$ cat src/hdl/wdt_pkg.sv
// Constants, register layout and helpers of the watchdog block.
// Assumes a 100 MHz system clock and a 32-bit register bus.
package wdt_pkg;

	// Register byte offsets
	localparam logic [7:0] CTRL_OFS  = 8'h60;
	localparam logic [7:0] CAUSE_OFS = 8'h64;

	// Control register fields
	localparam int CTRL_IRQ_FLAG_BIT = 7;
	localparam int CTRL_IRQ_EN_BIT   = 6;
	localparam int CTRL_PER_MSB_BIT  = 5;
	localparam int CTRL_UNLOCK_BIT   = 4;
	localparam int CTRL_RST_EN_BIT   = 3;
	localparam int CTRL_PER_LO_MSB   = 2;

	// Reset cause register fields
	localparam int CAUSE_DOG_BIT  = 3;
	localparam int CAUSE_LOW_BIT  = 2;
	localparam int CAUSE_PIN_BIT  = 1;
	localparam int CAUSE_PWR_BIT  = 0;
	localparam int CAUSE_USED_MSB = 3;

	// Reset values
	localparam logic [3:0] PERIOD_RST = 4'h0;
	localparam logic [3:0] CAUSE_RST  = 4'h1;

	// Timing
	localparam int unsigned UNLOCK_CYCLES   = 4;
	localparam int unsigned DEF_BASE_CYCLES = 2048;
	localparam logic [3:0]  PERIOD_MAX_CODE = 4'h9;
	localparam int          CNT_W           = 21;

	// Last count of a period; reserved codes act as the longest one
	function automatic logic [CNT_W-1:0] period_last(
		input logic [3:0] sel,
		input int unsigned base
	);
		logic [3:0] s;
		s = (sel > PERIOD_MAX_CODE) ? PERIOD_MAX_CODE : sel;
		return CNT_W'((base << s) - 1);
	endfunction

endpackage

$ cat src/hdl/wdt_count_if.sv
// Link between the watchdog control logic and its period counter.
// Both ends run on sys_clk.
`timescale 1ns/1ps
`default_nettype none
interface wdt_count_if;
	logic       tick;
	logic       restart;
	logic       run;
	logic [3:0] period_sel;
	logic       timeout;

	modport ctrl (output tick, output restart, output run, output period_sel, input timeout);
	modport counter (input tick, input restart, input run, input period_sel, output timeout);
endinterface
`default_nettype wire

$ cat src/hdl/wdt_period_counter.sv
// Counts oscillator ticks and pulses timeout at the selected period.
// Assumes tick is already synchronous to sys_clk.
`timescale 1ns/1ps
`default_nettype none
module wdt_period_counter import wdt_pkg::*; #(
	parameter int unsigned BASE_CYCLES = DEF_BASE_CYCLES
) (
	// Clock and reset
	input wire logic   sys_clk,
	input wire logic   srst,
	// Control side
	wdt_count_if.counter cnt
);
	logic [CNT_W-1:0] count_reg;
	logic             timeout_reg;
	logic [CNT_W-1:0] last_cnt;
	logic             at_end;

	assign last_cnt = period_last(cnt.period_sel, BASE_CYCLES);
	// A shortened period past the count fires on the next tick
	assign at_end = count_reg >= last_cnt;

	always_ff @(posedge sys_clk) begin
		if (srst || cnt.restart || !cnt.run) begin
			count_reg <= '0;
		end else if (cnt.tick) begin
			count_reg <= at_end ? '0 : count_reg + CNT_W'(1); // RULE7 RULE19
		end
	end

	always_ff @(posedge sys_clk) begin
		if (srst) begin
			timeout_reg <= 1'b0;
		end else begin
			timeout_reg <= !cnt.restart && cnt.run && cnt.tick && at_end;
		end
	end

	assign cnt.timeout = timeout_reg;
endmodule
`default_nettype wire

$ cat src/hdl/watchdog_with_reset_flags.sv
// Watchdog control with reset-cause flags, on an Avalon-MM slave.
// Assumes reset events and core strobes are sys_clk pulses;
// the watchdog oscillator arrives as a raw pin.
//
// Function
// RULE1: Unused cause bits 7:4 read zero
// RULE2: Dog flag set on watchdog reset
// RULE3: Low supply flag set on brown-out
// RULE4: Pin flag set on external reset
// RULE5: Power flag cleared only by software
// RULE6: Software reads then clears cause flags
// RULE7: Four-bit period code, 2048 doubling
// RULE8: Timeout in interrupt mode sets flag
// RULE9: Vector or write-one clears flag
// RULE10: Interrupt needs global, enable and flag
// RULE11: Enable bits select the four modes
// RULE12: Combined mode vector drops interrupt enable
// RULE13: Second combined timeout gives system reset
// RULE14: Protected fields need change unlock
// RULE15: Unlock clears itself after four cycles
// RULE16: Reset enable forced while dog flag
// RULE17: Software restarts count before period change
// RULE18: Unlock write then change within four
// RULE19: Count oscillator cycles, restart on request
// RULE20: Fuse forces system reset mode
// RULE21: Reset pulse lasts one clock
// RULE22: Oscillator and restart cross safely
//
// Design decision made here: the Avalon-MM slave port.
`timescale 1ns/1ps
`default_nettype none
module watchdog_with_reset_flags import wdt_pkg::*; #(
	parameter int unsigned BASE_CYCLES = DEF_BASE_CYCLES
) (
	// Clock and reset
	input wire logic         sys_clk,
	input wire logic         srst,
	// Avalon-MM slave
	input wire logic [7:0]   avs_address,
	input wire logic         avs_read,
	input wire logic         avs_write,
	input wire logic [31:0]  avs_writedata,
	output logic [31:0]      avs_readdata,
	output logic             avs_waitrequest,
	// Processor core
	input wire logic         processor_flags,
	input wire logic         restart_req,
	input wire logic         vector_taken,
	output logic             irq_request,
	// Reset controller and fuse
	input wire logic         low_supply_event,
	input wire logic         pin_reset_event,
	input wire logic         always_on_fuse,
	output logic             dog_reset_pulse,
	// Watchdog oscillator pin
	input wire logic         wdt_osc
);
	typedef enum logic {
		BUS_IDLE   = 1'b0,
		BUS_ANSWER = 1'b1
	} bus_state_t;

	wdt_count_if cnt_if ();

	bus_state_t  state_reg;
	logic        waitreq_reg;
	logic [31:0] readdata_reg;
	logic        osc_s1_reg;
	logic        osc_s2_reg;
	logic        osc_s3_reg;
	logic        osc_lvl_reg;
	logic        timeout_irq_flag;
	logic        timeout_irq_enable;
	logic        timeout_reset_enable;
	logic        change_unlock;
	logic [3:0]  period_select;
	logic [2:0]  unlock_cnt_reg;
	logic        dog_reset_cause_flag;
	logic        low_supply_cause_flag;
	logic        pin_reset_cause_flag;
	logic        power_up_cause_flag;
	logic        irq_reg;
	logic        dog_pulse_reg;

	logic        wr_commit;
	logic        ctrl_wr;
	logic        cause_wr;
	logic        re_eff;
	logic        ie_eff;
	logic        set_flag;
	logic        dog_fire;
	logic        sys_clear;
	logic        unlock_req;
	logic [7:0]  ctrl_view;
	logic [7:0]  cause_view;

	// Bus slave: one wait cycle, then a single answer cycle
	always_ff @(posedge sys_clk) begin
		if (srst) begin
			state_reg   <= BUS_IDLE;
			waitreq_reg <= 1'b1;
		end else begin
			unique case (state_reg)
				BUS_IDLE: begin
					if (avs_read || avs_write) begin
						state_reg   <= BUS_ANSWER;
						waitreq_reg <= 1'b0;
					end
				end
				BUS_ANSWER: begin
					state_reg   <= BUS_IDLE;
					waitreq_reg <= 1'b1;
				end
			endcase
		end
	end

	assign wr_commit = (state_reg == BUS_ANSWER) && avs_write;
	assign ctrl_wr   = wr_commit && (avs_address == CTRL_OFS);
	assign cause_wr  = wr_commit && (avs_address == CAUSE_OFS);

	assign re_eff = timeout_reset_enable || always_on_fuse || dog_reset_cause_flag; // RULE20 RULE16
	assign ie_eff = timeout_irq_enable && !always_on_fuse;

	assign ctrl_view = {timeout_irq_flag, ie_eff, period_select[3], change_unlock,
		re_eff, period_select[2:0]};
	assign cause_view = {4'h0, dog_reset_cause_flag, low_supply_cause_flag, // RULE1
		pin_reset_cause_flag, power_up_cause_flag};

	// Unmapped offsets read zero
	always_ff @(posedge sys_clk) begin
		if (srst) begin
			readdata_reg <= 32'h0000_0000;
		end else if (state_reg == BUS_IDLE && avs_read) begin
			if (avs_address == CTRL_OFS) begin
				readdata_reg <= {24'h00_0000, ctrl_view};
			end else if (avs_address == CAUSE_OFS) begin
				readdata_reg <= {24'h00_0000, cause_view};
			end else begin
				readdata_reg <= 32'h0000_0000;
			end
		end
	end

	// Not reset: the pin runs on through srst, so no false rise follows it
	always_ff @(posedge sys_clk) begin
		osc_s1_reg  <= wdt_osc; // RULE22
		osc_s2_reg  <= osc_s1_reg;
		osc_s3_reg  <= osc_s2_reg;
		osc_lvl_reg <= (osc_s2_reg == osc_s3_reg) ? osc_s3_reg : osc_lvl_reg;
	end

	assign cnt_if.tick       = osc_s2_reg && osc_s3_reg && !osc_lvl_reg; // RULE22 RULE19
	assign cnt_if.restart    = restart_req || sys_clear; // RULE19
	assign cnt_if.run        = re_eff || ie_eff; // RULE11
	assign cnt_if.period_sel = period_select;

	wdt_period_counter #(
		.BASE_CYCLES (BASE_CYCLES)
	) u_counter (
		.sys_clk (sys_clk),
		.srst    (srst),
		.cnt     (cnt_if.counter)
	);

	// Timeout action by mode
	always_comb begin
		set_flag = 1'b0;
		dog_fire = 1'b0;
		if (cnt_if.timeout) begin
			if (always_on_fuse) begin
				dog_fire = 1'b1; // RULE20
			end else if (ie_eff && !re_eff) begin
				set_flag = 1'b1; // RULE8 RULE11
			end else if (re_eff && !ie_eff) begin
				dog_fire = 1'b1; // RULE11
			end else if (re_eff && ie_eff) begin
				set_flag = !timeout_irq_flag; // RULE12
				dog_fire = timeout_irq_flag; // RULE13
			end
		end
	end

	// Any system reset returns the control fields to reset state
	assign sys_clear = dog_fire || low_supply_event || pin_reset_event;

	assign unlock_req = ctrl_wr && avs_writedata[CTRL_UNLOCK_BIT]
		&& avs_writedata[CTRL_RST_EN_BIT];

	always_ff @(posedge sys_clk) begin
		if (srst) begin
			dog_pulse_reg <= 1'b0;
		end else begin
			dog_pulse_reg <= dog_fire; // RULE21
		end
	end

	// Change unlock and its four-cycle window
	always_ff @(posedge sys_clk) begin
		if (srst || sys_clear) begin
			change_unlock  <= 1'b0;
			unlock_cnt_reg <= 3'h0;
		end else if (unlock_req) begin
			change_unlock  <= 1'b1; // RULE18
			unlock_cnt_reg <= 3'h0;
		end else if (ctrl_wr && !avs_writedata[CTRL_UNLOCK_BIT]) begin
			change_unlock  <= 1'b0;
		end else if (change_unlock) begin
			unlock_cnt_reg <= unlock_cnt_reg + 3'h1;
			if (unlock_cnt_reg == 3'(UNLOCK_CYCLES - 1)) begin
				change_unlock <= 1'b0; // RULE15
			end
		end
	end

	// Reset enable: clearing needs unlock, dog flag forces it
	always_ff @(posedge sys_clk) begin
		if (srst || sys_clear) begin
			timeout_reset_enable <= 1'b0;
		end else if (dog_reset_cause_flag) begin
			timeout_reset_enable <= 1'b1; // RULE16
		end else if (ctrl_wr) begin
			if (avs_writedata[CTRL_RST_EN_BIT] || change_unlock) begin
				timeout_reset_enable <= avs_writedata[CTRL_RST_EN_BIT]; // RULE14
			end
		end
	end

	// Period select changes only while change unlock is set, for any write
	always_ff @(posedge sys_clk) begin
		if (srst || sys_clear) begin
			period_select <= PERIOD_RST;
		end else if (ctrl_wr && change_unlock) begin
			period_select <= {avs_writedata[CTRL_PER_MSB_BIT], // RULE14 RULE7
				avs_writedata[CTRL_PER_LO_MSB:0]};
		end
	end

	// Interrupt enable; the vector drops it in combined mode
	always_ff @(posedge sys_clk) begin
		if (srst || sys_clear || always_on_fuse) begin
			timeout_irq_enable <= 1'b0; // RULE20
		end else if (vector_taken && timeout_reset_enable) begin
			timeout_irq_enable <= 1'b0; // RULE12
		end else if (ctrl_wr) begin
			timeout_irq_enable <= avs_writedata[CTRL_IRQ_EN_BIT];
		end
	end

	// Set wins over vector or write-one clear
	always_ff @(posedge sys_clk) begin
		if (srst || sys_clear) begin
			timeout_irq_flag <= 1'b0;
		end else if (set_flag) begin
			timeout_irq_flag <= 1'b1; // RULE8
		end else if (vector_taken || (ctrl_wr && avs_writedata[CTRL_IRQ_FLAG_BIT])) begin
			timeout_irq_flag <= 1'b0; // RULE9
		end
	end

	always_ff @(posedge sys_clk) begin
		if (srst) begin
			irq_reg <= 1'b0;
		end else begin
			irq_reg <= processor_flags && ie_eff && timeout_irq_flag // RULE10
				&& !vector_taken;
		end
	end

	// Cause flags: power-on is srst; a new cause wins over a clear
	always_ff @(posedge sys_clk) begin
		if (srst) begin
			dog_reset_cause_flag  <= CAUSE_RST[CAUSE_DOG_BIT];
			low_supply_cause_flag <= CAUSE_RST[CAUSE_LOW_BIT];
			pin_reset_cause_flag  <= CAUSE_RST[CAUSE_PIN_BIT];
		end else begin
			if (dog_fire) begin
				dog_reset_cause_flag <= 1'b1; // RULE2
			end else if (cause_wr && !avs_writedata[CAUSE_DOG_BIT]) begin
				dog_reset_cause_flag <= 1'b0; // RULE2
			end
			if (low_supply_event) begin
				low_supply_cause_flag <= 1'b1; // RULE3
			end else if (cause_wr && !avs_writedata[CAUSE_LOW_BIT]) begin
				low_supply_cause_flag <= 1'b0; // RULE3
			end
			if (pin_reset_event) begin
				pin_reset_cause_flag <= 1'b1; // RULE4
			end else if (cause_wr && !avs_writedata[CAUSE_PIN_BIT]) begin
				pin_reset_cause_flag <= 1'b0; // RULE4
			end
		end
	end

	always_ff @(posedge sys_clk) begin
		if (srst) begin
			power_up_cause_flag <= CAUSE_RST[CAUSE_PWR_BIT]; // RULE5
		end else if (cause_wr && !avs_writedata[CAUSE_PWR_BIT]) begin
			power_up_cause_flag <= 1'b0; // RULE5
		end
	end

	assign avs_readdata    = readdata_reg;
	assign avs_waitrequest = waitreq_reg;
	assign irq_request     = irq_reg;
	assign dog_reset_pulse = dog_pulse_reg;

	// Checks
	localparam int ULK_WIN = UNLOCK_CYCLES;
endmodule
`default_nettype wire

$ cat config.mk
export PLATFORM = sky130hd
export DESIGN_NAME = watchdog_with_reset_flags
export DESIGN_NICKNAME = d
export VERILOG_FILES = /design/src/hdl/wdt_pkg.sv /design/src/hdl/wdt_count_if.sv /design/src/hdl/wdt_period_counter.sv /design/src/hdl/watchdog_with_reset_flags.sv
export SDC_FILE = /design/constraint.sdc
export NUM_CORES = 1
export LEC_CHECK = 0
export BUFFER_PORTS_ARGS = -buffer_cell sky130_fd_sc_hd__buf_2
export CAP_MARGIN = 10
export CORE_MARGIN = 10
export CORE_UTILIZATION = 51
export CTS_CLUSTER_DIAMETER = 120
export DETAILED_ROUTE_END_ITERATION = 10
export GPL_ROUTABILITY_DRIVEN = 1
export PLACE_DENSITY = 0.87
export SLEW_MARGIN = 10
export SYNTH_ARGS = -nofsm -noshare
export SYNTH_HDL_FRONTEND = slang
export SYNTH_SLANG_ARGS = --single-unit
export TNS_END_PERCENT = 100
$ cat constraint.sdc
create_clock -name sys_clk -period 7.62 [get_ports sys_clk]
set_input_delay 0.381 -clock sys_clk [delete_from_list [all_inputs] [get_ports sys_clk]]
set_output_delay 0.381 -clock sys_clk [all_outputs]
set_load 0.01 [all_outputs]
## Word-level counts from Yosys, hierarchy flattened

Cells that the tools add are included.

| cells by class | value |
|---|---|
| muxes and demuxes | 33 |
| $add $sub $neg | 3 |
| shifts and indexed selects | 1 |
| magnitude comparators | 2 |
| reduce and logical (&&, ||, !) cells | 62 |
| equal/unequal tests | 5 |
| bitwise gates (word level) | 2 |

Operator list:

| kind | count |
|---|---|
| $mux W1 | 27 |
| $logic_and A1 B1 Y1 | 26 |
| $add A21 B1 Y21 const B | 1 |
| $ge A21 B21 Y1 | 1 |
| $mux W21 | 1 |
| $shl A12 B4 Y21 const A | 1 |
| $sub A21 B1 Y21 const B | 1 |
| $eq A8 B7 Y1 const B | 2 |
| $logic_not A1 Y1 | 13 |
| $logic_or A1 B1 Y1 | 13 |
| $reduce_bool A2 Y1 | 6 |
| $mux W4 | 2 |
| $mux W8 | 1 |
| $gt A4 B4 Y1 const B | 1 |
| $pmux W1 S2 | 2 |
| $reduce_and A2 Y1 | 2 |
| $reduce_or A2 Y1 | 2 |
| $add A3 B1 Y3 const B | 1 |
| $eq A3 B2 Y1 const B | 1 |
| $ne A2 B2 Y1 const B | 1 |
| $not A1 Y1 | 2 |
| $eq A1 B1 Y1 | 1 |

| word-level totals | value |
|---|---|
| bits in registers | 77 |
| word-level logic and storage cells | 129 |
| output and inout bits | 35 |

## Depth between registers and ports, before layout

Gate-level depths: netlist of the first run.

| depth | value |
|---|---|
| depth in word-level cells | 15 |
| depth in mapped cells | 14 |
| depth with buffers taken out | 12 |

## Hierarchy

Synthesis of the first run repeated with hierarchy kept, for this count alone.

| second synthesis, totals | value |
|---|---|
| cell total of the unflattened synthesis | 330 |
| area total of the unflattened synthesis | 2845.2 um2 |

By module, submodules not included:

| module | sequential area each (um2) | cells each | instances | area each (um2) |
|---|---|---|---|---|
| watchdog_with_reset_flags | 630.6 | 175 | 1 | 1545.2 |
| wdt_period_counter | 440.4 | 155 | 1 | 1300.0 |

## Worst setup path before layout of the first run

Ideal clock, no wire load.

| path | value |
|---|---|
| path kind | reg2reg |
| start point | reg period_select[0] (netlist: cnt_if.period_sel[0]) |
| end point | reg u_counter.count_reg[10] |
| path slack | 4.780 ns |
| arrival | 2.708 ns |
| buffers on the path | 1 |
| clock period less this slack | 2.840 ns |
| setup time | 0.132 ns |
| stages on the path, launching flop included | 14 |
| path through | dfxtp_1 > or2_2 > nand2b_1 > ha_1 > nor3_1 > a21o_1 > a32oi_1 > ha_1 > nand4_1 > nor4_1 > nand4_1 > a31oi_1 > clkbuf_1 > nor3_1 |

| on the way | value |
|---|---|
| word-level cells in the longest chain between the ends | 6 |

RTL lines:

| element | line | source |
|---|---|---|
| start: declaration | watchdog_with_reset_flags.sv:76 | `logic [3:0] period_select;` |
| start signal: assignment | watchdog_with_reset_flags.sv:234 | `period_select <= {avs_writedata[CTRL_PER_MSB_BIT],` |
| $gt A4 B4 Y1 | wdt_pkg.sv:40 | `s = (sel > PERIOD_MAX_CODE) ? PERIOD_MAX_CODE : sel;` |
| $mux W4 * | wdt_pkg.sv:40 |  |
| $shl A12 B4 Y21 * | wdt_pkg.sv:41 | `return CNT_W'((base << s) - 1);` |
| $sub A21 B1 Y21 * | wdt_pkg.sv:41 |  |
| $ge A21 B21 Y1 * | wdt_period_counter.sv:21 | `assign at_end = count_reg >= last_cnt;` |
| $mux W21 * | wdt_period_counter.sv:27 | `count_reg <= at_end ? '0 : count_reg + CNT_W'(1);` |
| end signal: assignment | wdt_period_counter.sv:27 |  |
| end: declaration | wdt_period_counter.sv:14 | `logic [CNT_W-1:0] count_reg;` |

Every way passes the cells marked *; elsewhere a longest branch is shown, timed or not.
A chain may end at the register's enable or synchronous reset.

## Final worst setup path of the first run

| path | value |
|---|---|
| start point | reg period_select[1] (netlist: cnt_if.period_sel[1]) |
| end point | reg u_counter.timeout_reg (netlist: u_counter.cnt.timeout) |

| on the way | value |
|---|---|
| word-level cells in the longest chain between the ends | 6 |

RTL lines:

| element | line | source |
|---|---|---|
| $gt A4 B4 Y1 | wdt_pkg.sv:40 |  |
| $mux W4 * | wdt_pkg.sv:40 |  |
| $shl A12 B4 Y21 * | wdt_pkg.sv:41 |  |
| $sub A21 B1 Y21 * | wdt_pkg.sv:41 |  |
| $ge A21 B21 Y1 * | wdt_period_counter.sv:21 |  |
| $logic_and A1 B1 Y1 * | wdt_period_counter.sv:35 | `timeout_reg <= !cnt.restart && cnt.run && cnt.tick && at_end;` |
| end signal: assignment | wdt_period_counter.sv:35 |  |
| end: declaration | wdt_period_counter.sv:15 | `logic timeout_reg;` |

Marked as above.

==> results_dict.tcl, run 1 <==
set metrics [dict create \
    synth-edff-count 1 \
    sw_frac_of_total 0.247 \
    cts_resized 0 \
    synth_top_area_frac 0.373 \
    r2r_start "cnt_if.period_sel[1]" \
    n_fill_cell 451 \
    nNetsFinal 417 \
    numCtsBuffers 5 \
    clockBufferDepth 2 \
    p_int_mw 0.357 \
    crit_family "simple AND/OR/NAND/NOR gates" \
    yosysUniqueCellTypes 45 \
    finalMaxSlewViolations 0 \
    multiInputGateArea_um2 1540 \
    total_power_mw 0.475 \
    critical_path.max_fanout 12 \
    leakagePower_nw 1.15 \
    p_per_area_nw_per_um2 157 \
    worstPathRequired_ns 7.85 \
    hold_buffers 0 \
    clkSinkCount 53 \
    min_path_cells 1 \
    worst_pin_slew_ns 0.870 \
    worst-path-buf-inv 1 \
    die-area_um2 8840 \
    initial_utilization 0.537 \
    crit_arrival_ns 3.91 \
    rows 26 \
    syn_avg_cell_area_um2 8.76 \
    grt_max_degree 22 \
    p_comb_frac 0.061 \
    grt_usage 0.131 \
    end_kind "flop" \
    area_growth_pct 8.24 \
    yosysSeqAreaShare 0.383 \
    drt-wirelength-per-cell_um 13.6 \
    drc 0 \
    hpwl_mm 4.44 \
    die_x_um 94.0 \
    power_switching_mw 0.117 \
    drive_gt1_frac 0.159 \
    cts_root_buf "clkbuf_8" \
    max_stage_delay_ns 0.66 \
    synth_area_leader_cell "dfxtp_1" \
    htree_levels 2 \
    path_clk_slew_ns 0.10 \
    first_pass_iters 4 \
    r2r_end "u_counter.cnt.timeout" \
    r2r_slack_ns 3.94 \
    final-setup-viol-count 0 \
    drt_wl_total_mm 5.75 \
    netlist_area_um2 2790 \
    cp_cell_sequence "or2_2 > nand2b_1 > ha_1 > nor3_1 > a21o_1 > a32oi_1 > ha_1 > nand4_1 > nor4_1 > nand4_1 > a31oi_1 > buf_4 > nor4b_1" \
    final_util 0.581 \
    io_pins 86 \
    peakVddDrop_mv 0.119 \
    final_common_cell "dfxtp_1" \
    power_frac_clock 0.344 \
    synth_flop_cell "dfxtp_1" \
    place.gp.congestion 0.887 \
    maxCapViolCount 0 \
    hold_viol 0 \
    synth_seq_cells 53 \
    ys_top_cells_by_area "dfxtp_1 37%, buf_4 6.7%, ha_1 6.7%" \
    pwr-share-seq 0.595 \
    max_slew_margin 0.418 \
    clkLatencyLatePin_ns 0.32 \
    cts_tree "done" \
    hold_path_end "osc_s1_reg" \
    antenna_cells 0 \
    post_cts_buffers 0 \
    grt_pass1_vias 2190 \
    final_cell_mix "52 x dfxtp_1, 37 x buf_2, 30 x nor3_1, 26 x nor2_1, 25 x conb_1" \
    tns_ns 0 \
    via_count 2277 \
    critPathKind "flop to flop" \
    min-delay-start "wdt_osc" \
    largest_reg_flops 21 \
    min_period_over_period 0.483 \
    syn_inst 319 \
    initialDrtViolationCount 139 \
    startpoint_type "flop" \
    fin_worst_skew_ns 0.0107 \
    max_clock_freq_mhz 271 \
    min_path_type "primary input to flop" \
    grt_pass1_wl_mm 9.74 \
    viasPerCell 5.40 \
    slowest_stage "a31oi_1" \
    rsz0062_at_grt "false" \
    core_um2 5200 \
    status "finished clean" \
    async_flop_share 0 \
    reg2reg_depth 13 \
    yosys_warnings 0 \
    final.min_clock_period_ns 3.68 \
    die_y_um 94.0 \
    register_area_um2 1070 \
    ant_nets 0 \
    overflow 0 \
    io_buffers 37 \
    antenna_found_initial 0 \
]
[layer usage]
| layer | part of all wire | track usage | wire length [um] |
|---|---|---|---|
| met4 | 0.0082 | 0.0367 | 47 |
| met2 | 0.49 | 0.226 | 2820 |
| met1 | 0.41 | 0.148 | 2380 |
| met3 | 0.089 | 0.0480 | 510 |
| met5 | 0 | 0 | 0 |
[power by group through the flow]
stage	combinational (mW)	clock [mW]	sequential [mW]
final	0.0288	0.163	0.283
after global routing	0.0322	0.176	0.283
after detailed placement	0.0278	0	0.289
after global placement	0.0273	0	0.289
after floorplan	0.0263	0	0.289
after CTS	0.0279	0.166	0.283
[layout make-up]
type | count | area share
multi-input cells | 242 | 0.508
flip-flops and latches | 53 | 0.354
repair buffers | 38 | 0.0637
well taps | 70 | 0.0290
clock buffers | 5 | 0.0228
inverters | 11 | 0.0137
clock inverters | 3 | 0.00827
[synthesized netlist by cell type (9+ instances only)]
master	count
nor3_1	30
buf_4	25
nand4_1	10
dfxtp_1	52
xnor2_1	9
inv_1	11
ha_1	15
o21ai_0	10
nor2_1	26
xor2_1	12
clkbuf_1	10
nand3_1	11
nand2_1	17
a21oi_1	21
[metrics by stage]
step,instances,setup WS (ns),area (um^2),hold slack [ns]
final,422,3.94,3020,0.166
after global routing,422,3.57,3020,0.154
after CTS,422,3.94,3020,0.166
after detailed placement,414,3.97,2930,0.329
after global placement,414,4.03,2930,0.313
after floorplan,342,4.78,2880,0.310
[kinds of logic after synthesis]
logic type / share of synthesized area
AND/OR/NAND/NOR: 0.247
AO/OA/AOI/OAI: 0.111
other: 0.00269
XOR/XNOR: 0.0658
adder cells (fa/ha/maj): 0.0672
multiplexers: 0.0255
flip-flops: 0.383
buffers and inverters: 0.0972
[worst reg2reg max path, delay by kind of cell (launching register included)]
| family | cells | cell delay [ns] |
|---|---|---|
| adder cells (fa/ha/maj) | 2 | 0.54 |
| AO/OA/AOI/OAI | 3 | 0.87 |
| flip-flops | 1 | 0.39 |
| buffers and inverters | 1 | 0.33 |
| AND/OR/NAND/NOR | 7 | 1.48 |
[how the worst max path moves through the flow]
stage / from / endpoint / cells past startpoint
CTS: cnt_if.period_sel[1] / u_counter.cnt.timeout / 13
detailed placement: cnt_if.period_sel[1] / u_counter.cnt.timeout / 13
finish: cnt_if.period_sel[1] / u_counter.cnt.timeout / 13
global route: cnt_if.period_sel[1] / u_counter.cnt.timeout / 13
floorplan: cnt_if.period_sel[0] / u_counter.count_reg[10] / 13
global placement: cnt_if.period_sel[0] / u_counter.cnt.timeout / 13
Note: power is estimated with default switching activity, not from simulation.
==> run 2, diff against run 1 <==
==> constraint.sdc (replaced) <==
create_clock -name sys_clk -period 3.65 [get_ports sys_clk]
set_input_delay 0.1825 -clock sys_clk [delete_from_list [all_inputs] [get_ports sys_clk]]
set_output_delay 0.1825 -clock sys_clk [all_outputs]
set_load 0.01 [all_outputs]
==> run 2 against run 1 <==
Net effect: design area is 0.87% higher; utilization grew 0.50 points; combinational power increased by 110%; sequential power increased by 110%; clock power rose by 110%; global-route usage increased by 0.26 points; maximum frequency up 10%; critical path depth unchanged; critical endpoint is now u_counter.count_reg[12]; largest cell class unchanged.
==> results_dict.tcl, run 2 (same netlist as run 1, synthesis figures left out) <==
set metrics [dict create \
    status "finished clean" \
    peakVddDrop_mv 0.264 \
    place.gp.congestion 0.831 \
    numCtsBuffers 5 \
    cts_resized 0 \
    io_buffers 37 \
    min_period_over_period 0.915 \
    die_y_um 94.0 \
    hpwl_mm 4.59 \
    overflow 0 \
    final-setup-viol-count 0 \
    max_clock_freq_mhz 299 \
    area_growth_pct 9.18 \
    drt_wl_total_mm 5.95 \
    final_cell_mix "52 x dfxtp_1, 37 x buf_2, 30 x nor3_1, 26 x nor2_1, 25 x conb_1" \
    initial_utilization 0.537 \
    rows 26 \
    finalMaxSlewViolations 0 \
    tns_ns 0 \
    antenna_cells 0 \
    p_int_mw 0.747 \
    antenna_found_initial 0 \
    die-area_um2 8840 \
    htree_levels 2 \
    max_slew_margin 0.414 \
    p_comb_frac 0.061 \
    n_fill_cell 475 \
    slowest_stage "a31oi_1" \
    worstPathRequired_ns 3.82 \
    crit_arrival_ns 3.51 \
    leakagePower_nw 1.17 \
    drive_gt1_frac 0.163 \
    place_ws_ns 0.401 \
    power_switching_mw 0.251 \
    drc 0 \
    cts_root_buf "clkbuf_8" \
    pwr-share-seq 0.591 \
    io_pins 86 \
    sw_frac_of_total 0.252 \
    grt_max_degree 22 \
    clockBufferDepth 2 \
    core_um2 5200 \
    die_x_um 94.0 \
    fin_worst_skew_ns 0.0145 \
    end_kind "flop" \
    max_stage_delay_ns 0.42 \
    initialDrtViolationCount 126 \
    via_count 2295 \
    hold_viol 0 \
    rsz0062_at_grt "false" \
    path_clk_slew_ns 0.11 \
    post_cts_buffers 0 \
    grt_pass1_vias 2204 \
    clkLatencyLatePin_ns 0.32 \
    drt-wirelength-per-cell_um 14.0 \
    startpoint_type "flop" \
    maxCapViolCount 0 \
    clkSinkCount 53 \
    ant_nets 0 \
    final_util 0.586 \
    critical_path.max_fanout 10 \
    final_common_cell "dfxtp_1" \
    cp_cell_sequence "or2_2 > nand2b_1 > ha_1 > nor3_1 > a21o_1 > a32oi_1 > ha_1 > nand4_1 > nor4_1 > nand4_1 > a31oi_1 > buf_4 > nor3_1" \
    worst_pin_slew_ns 0.877 \
    min_path_type "primary input to flop" \
    nNetsFinal 420 \
    p_per_area_nw_per_um2 327 \
    critPathKind "flop to flop" \
    setup_ws_ns 0.310 \
    final.min_clock_period_ns 3.34 \
    viasPerCell 5.40 \
    power_frac_clock 0.348 \
    first_pass_iters 5 \
    grt_pass1_wl_mm 9.83 \
    grt_usage 0.134 \
    cts_tree "done" \
    largest_reg_flops 21 \
]
-- run 2: cell types whose count changed in the layout (fill, tap and decap cells not counted), sizes merged --
cell	previous run	this run
buf	38	40
clkinv	0	2
clkinvlp	1	0
dlygate4sd3	0	1
inv	13	12
-- run 2: cell type report --
| cell class | count | area (um^2) | share of cell area |
|---|---|---|---|
| multi-input cells | 242 | 1540 | 0.504 |
| flip-flops and latches | 53 | 1070 | 0.351 |
| repair buffers | 41 | 218 | 0.0714 |
| well taps | 70 | 87.6 | 0.0287 |
| clock buffers | 5 | 68.8 | 0.0226 |
| inverters | 11 | 41.3 | 0.0135 |
| clock inverters | 3 | 26.3 | 0.00861 |
-- run 2: worst paths after layout --
kind	start	to	slack, ns	cells past startpoint
worst max-delay path	cnt_if.period_sel[1]	u_counter.count_reg[12]	0.31	13
worst min-delay path	restart_req	u_counter.cnt.timeout	0.02	2
worst max register to register	cnt_if.period_sel[1]	u_counter.count_reg[12]	0.31	13
worst min register to register	osc_s1_reg	osc_s2_reg	0.33	0
-- run 2: power by group through the flow --
| stage | Sequential [mW] | Clock [mW] | Combinational, mW |
|---|---|---|---|
| detailed placement | 0.604 | 0 | 0.0583 |
| CTS | 0.590 | 0.352 | 0.0594 |
| floorplan | 0.603 | 0 | 0.0549 |
| finish | 0.590 | 0.347 | 0.0611 |
| global placement | 0.603 | 0 | 0.0570 |
| global route | 0.591 | 0.376 | 0.0678 |
-- run 2: critical path: cells and delay by family, from the launching register on --
| family | cells | cell delay [ns] |
|---|---|---|
| flip-flops | 1 | 0.39 |
| buffers and inverters | 1 | 0.26 |
| adder cells (fa/ha/maj) | 2 | 0.55 |
| AO/OA/AOI/OAI | 3 | 0.63 |
| AND/OR/NAND/NOR | 7 | 1.35 |
-- run 2: metal layers --
layer / vias up / part of all wire / global-route usage
met3: 10 / 0.079 / 0.0360
met2: 72 / 0.47 / 0.230
li1: 1152 / - / -
met1: 1061 / 0.43 / 0.150
met5: - / 0 / 0
met4: 0 / 0.019 / 0.0595
-- run 2: timing repair --
item	CTS	global route
endpoints found under the hold margin	1	0
hold buffers	1	0
endpoints found under the setup margin	0	0
-- run 2: per-stage QoR --
step	cells	power, mW	hold WS [ns]	cell area (um^2)
5_1_grt	425	1.03	0.0223	3050
2_1_floorplan	342	0.658	0.210	2880
3_5_place_dp	416	0.662	0.286	2950
3_3_place_gp	416	0.660	0.287	2950
6_report	425	0.998	0.0238	3050
4_1_cts	425	1.00	0.0265	3050
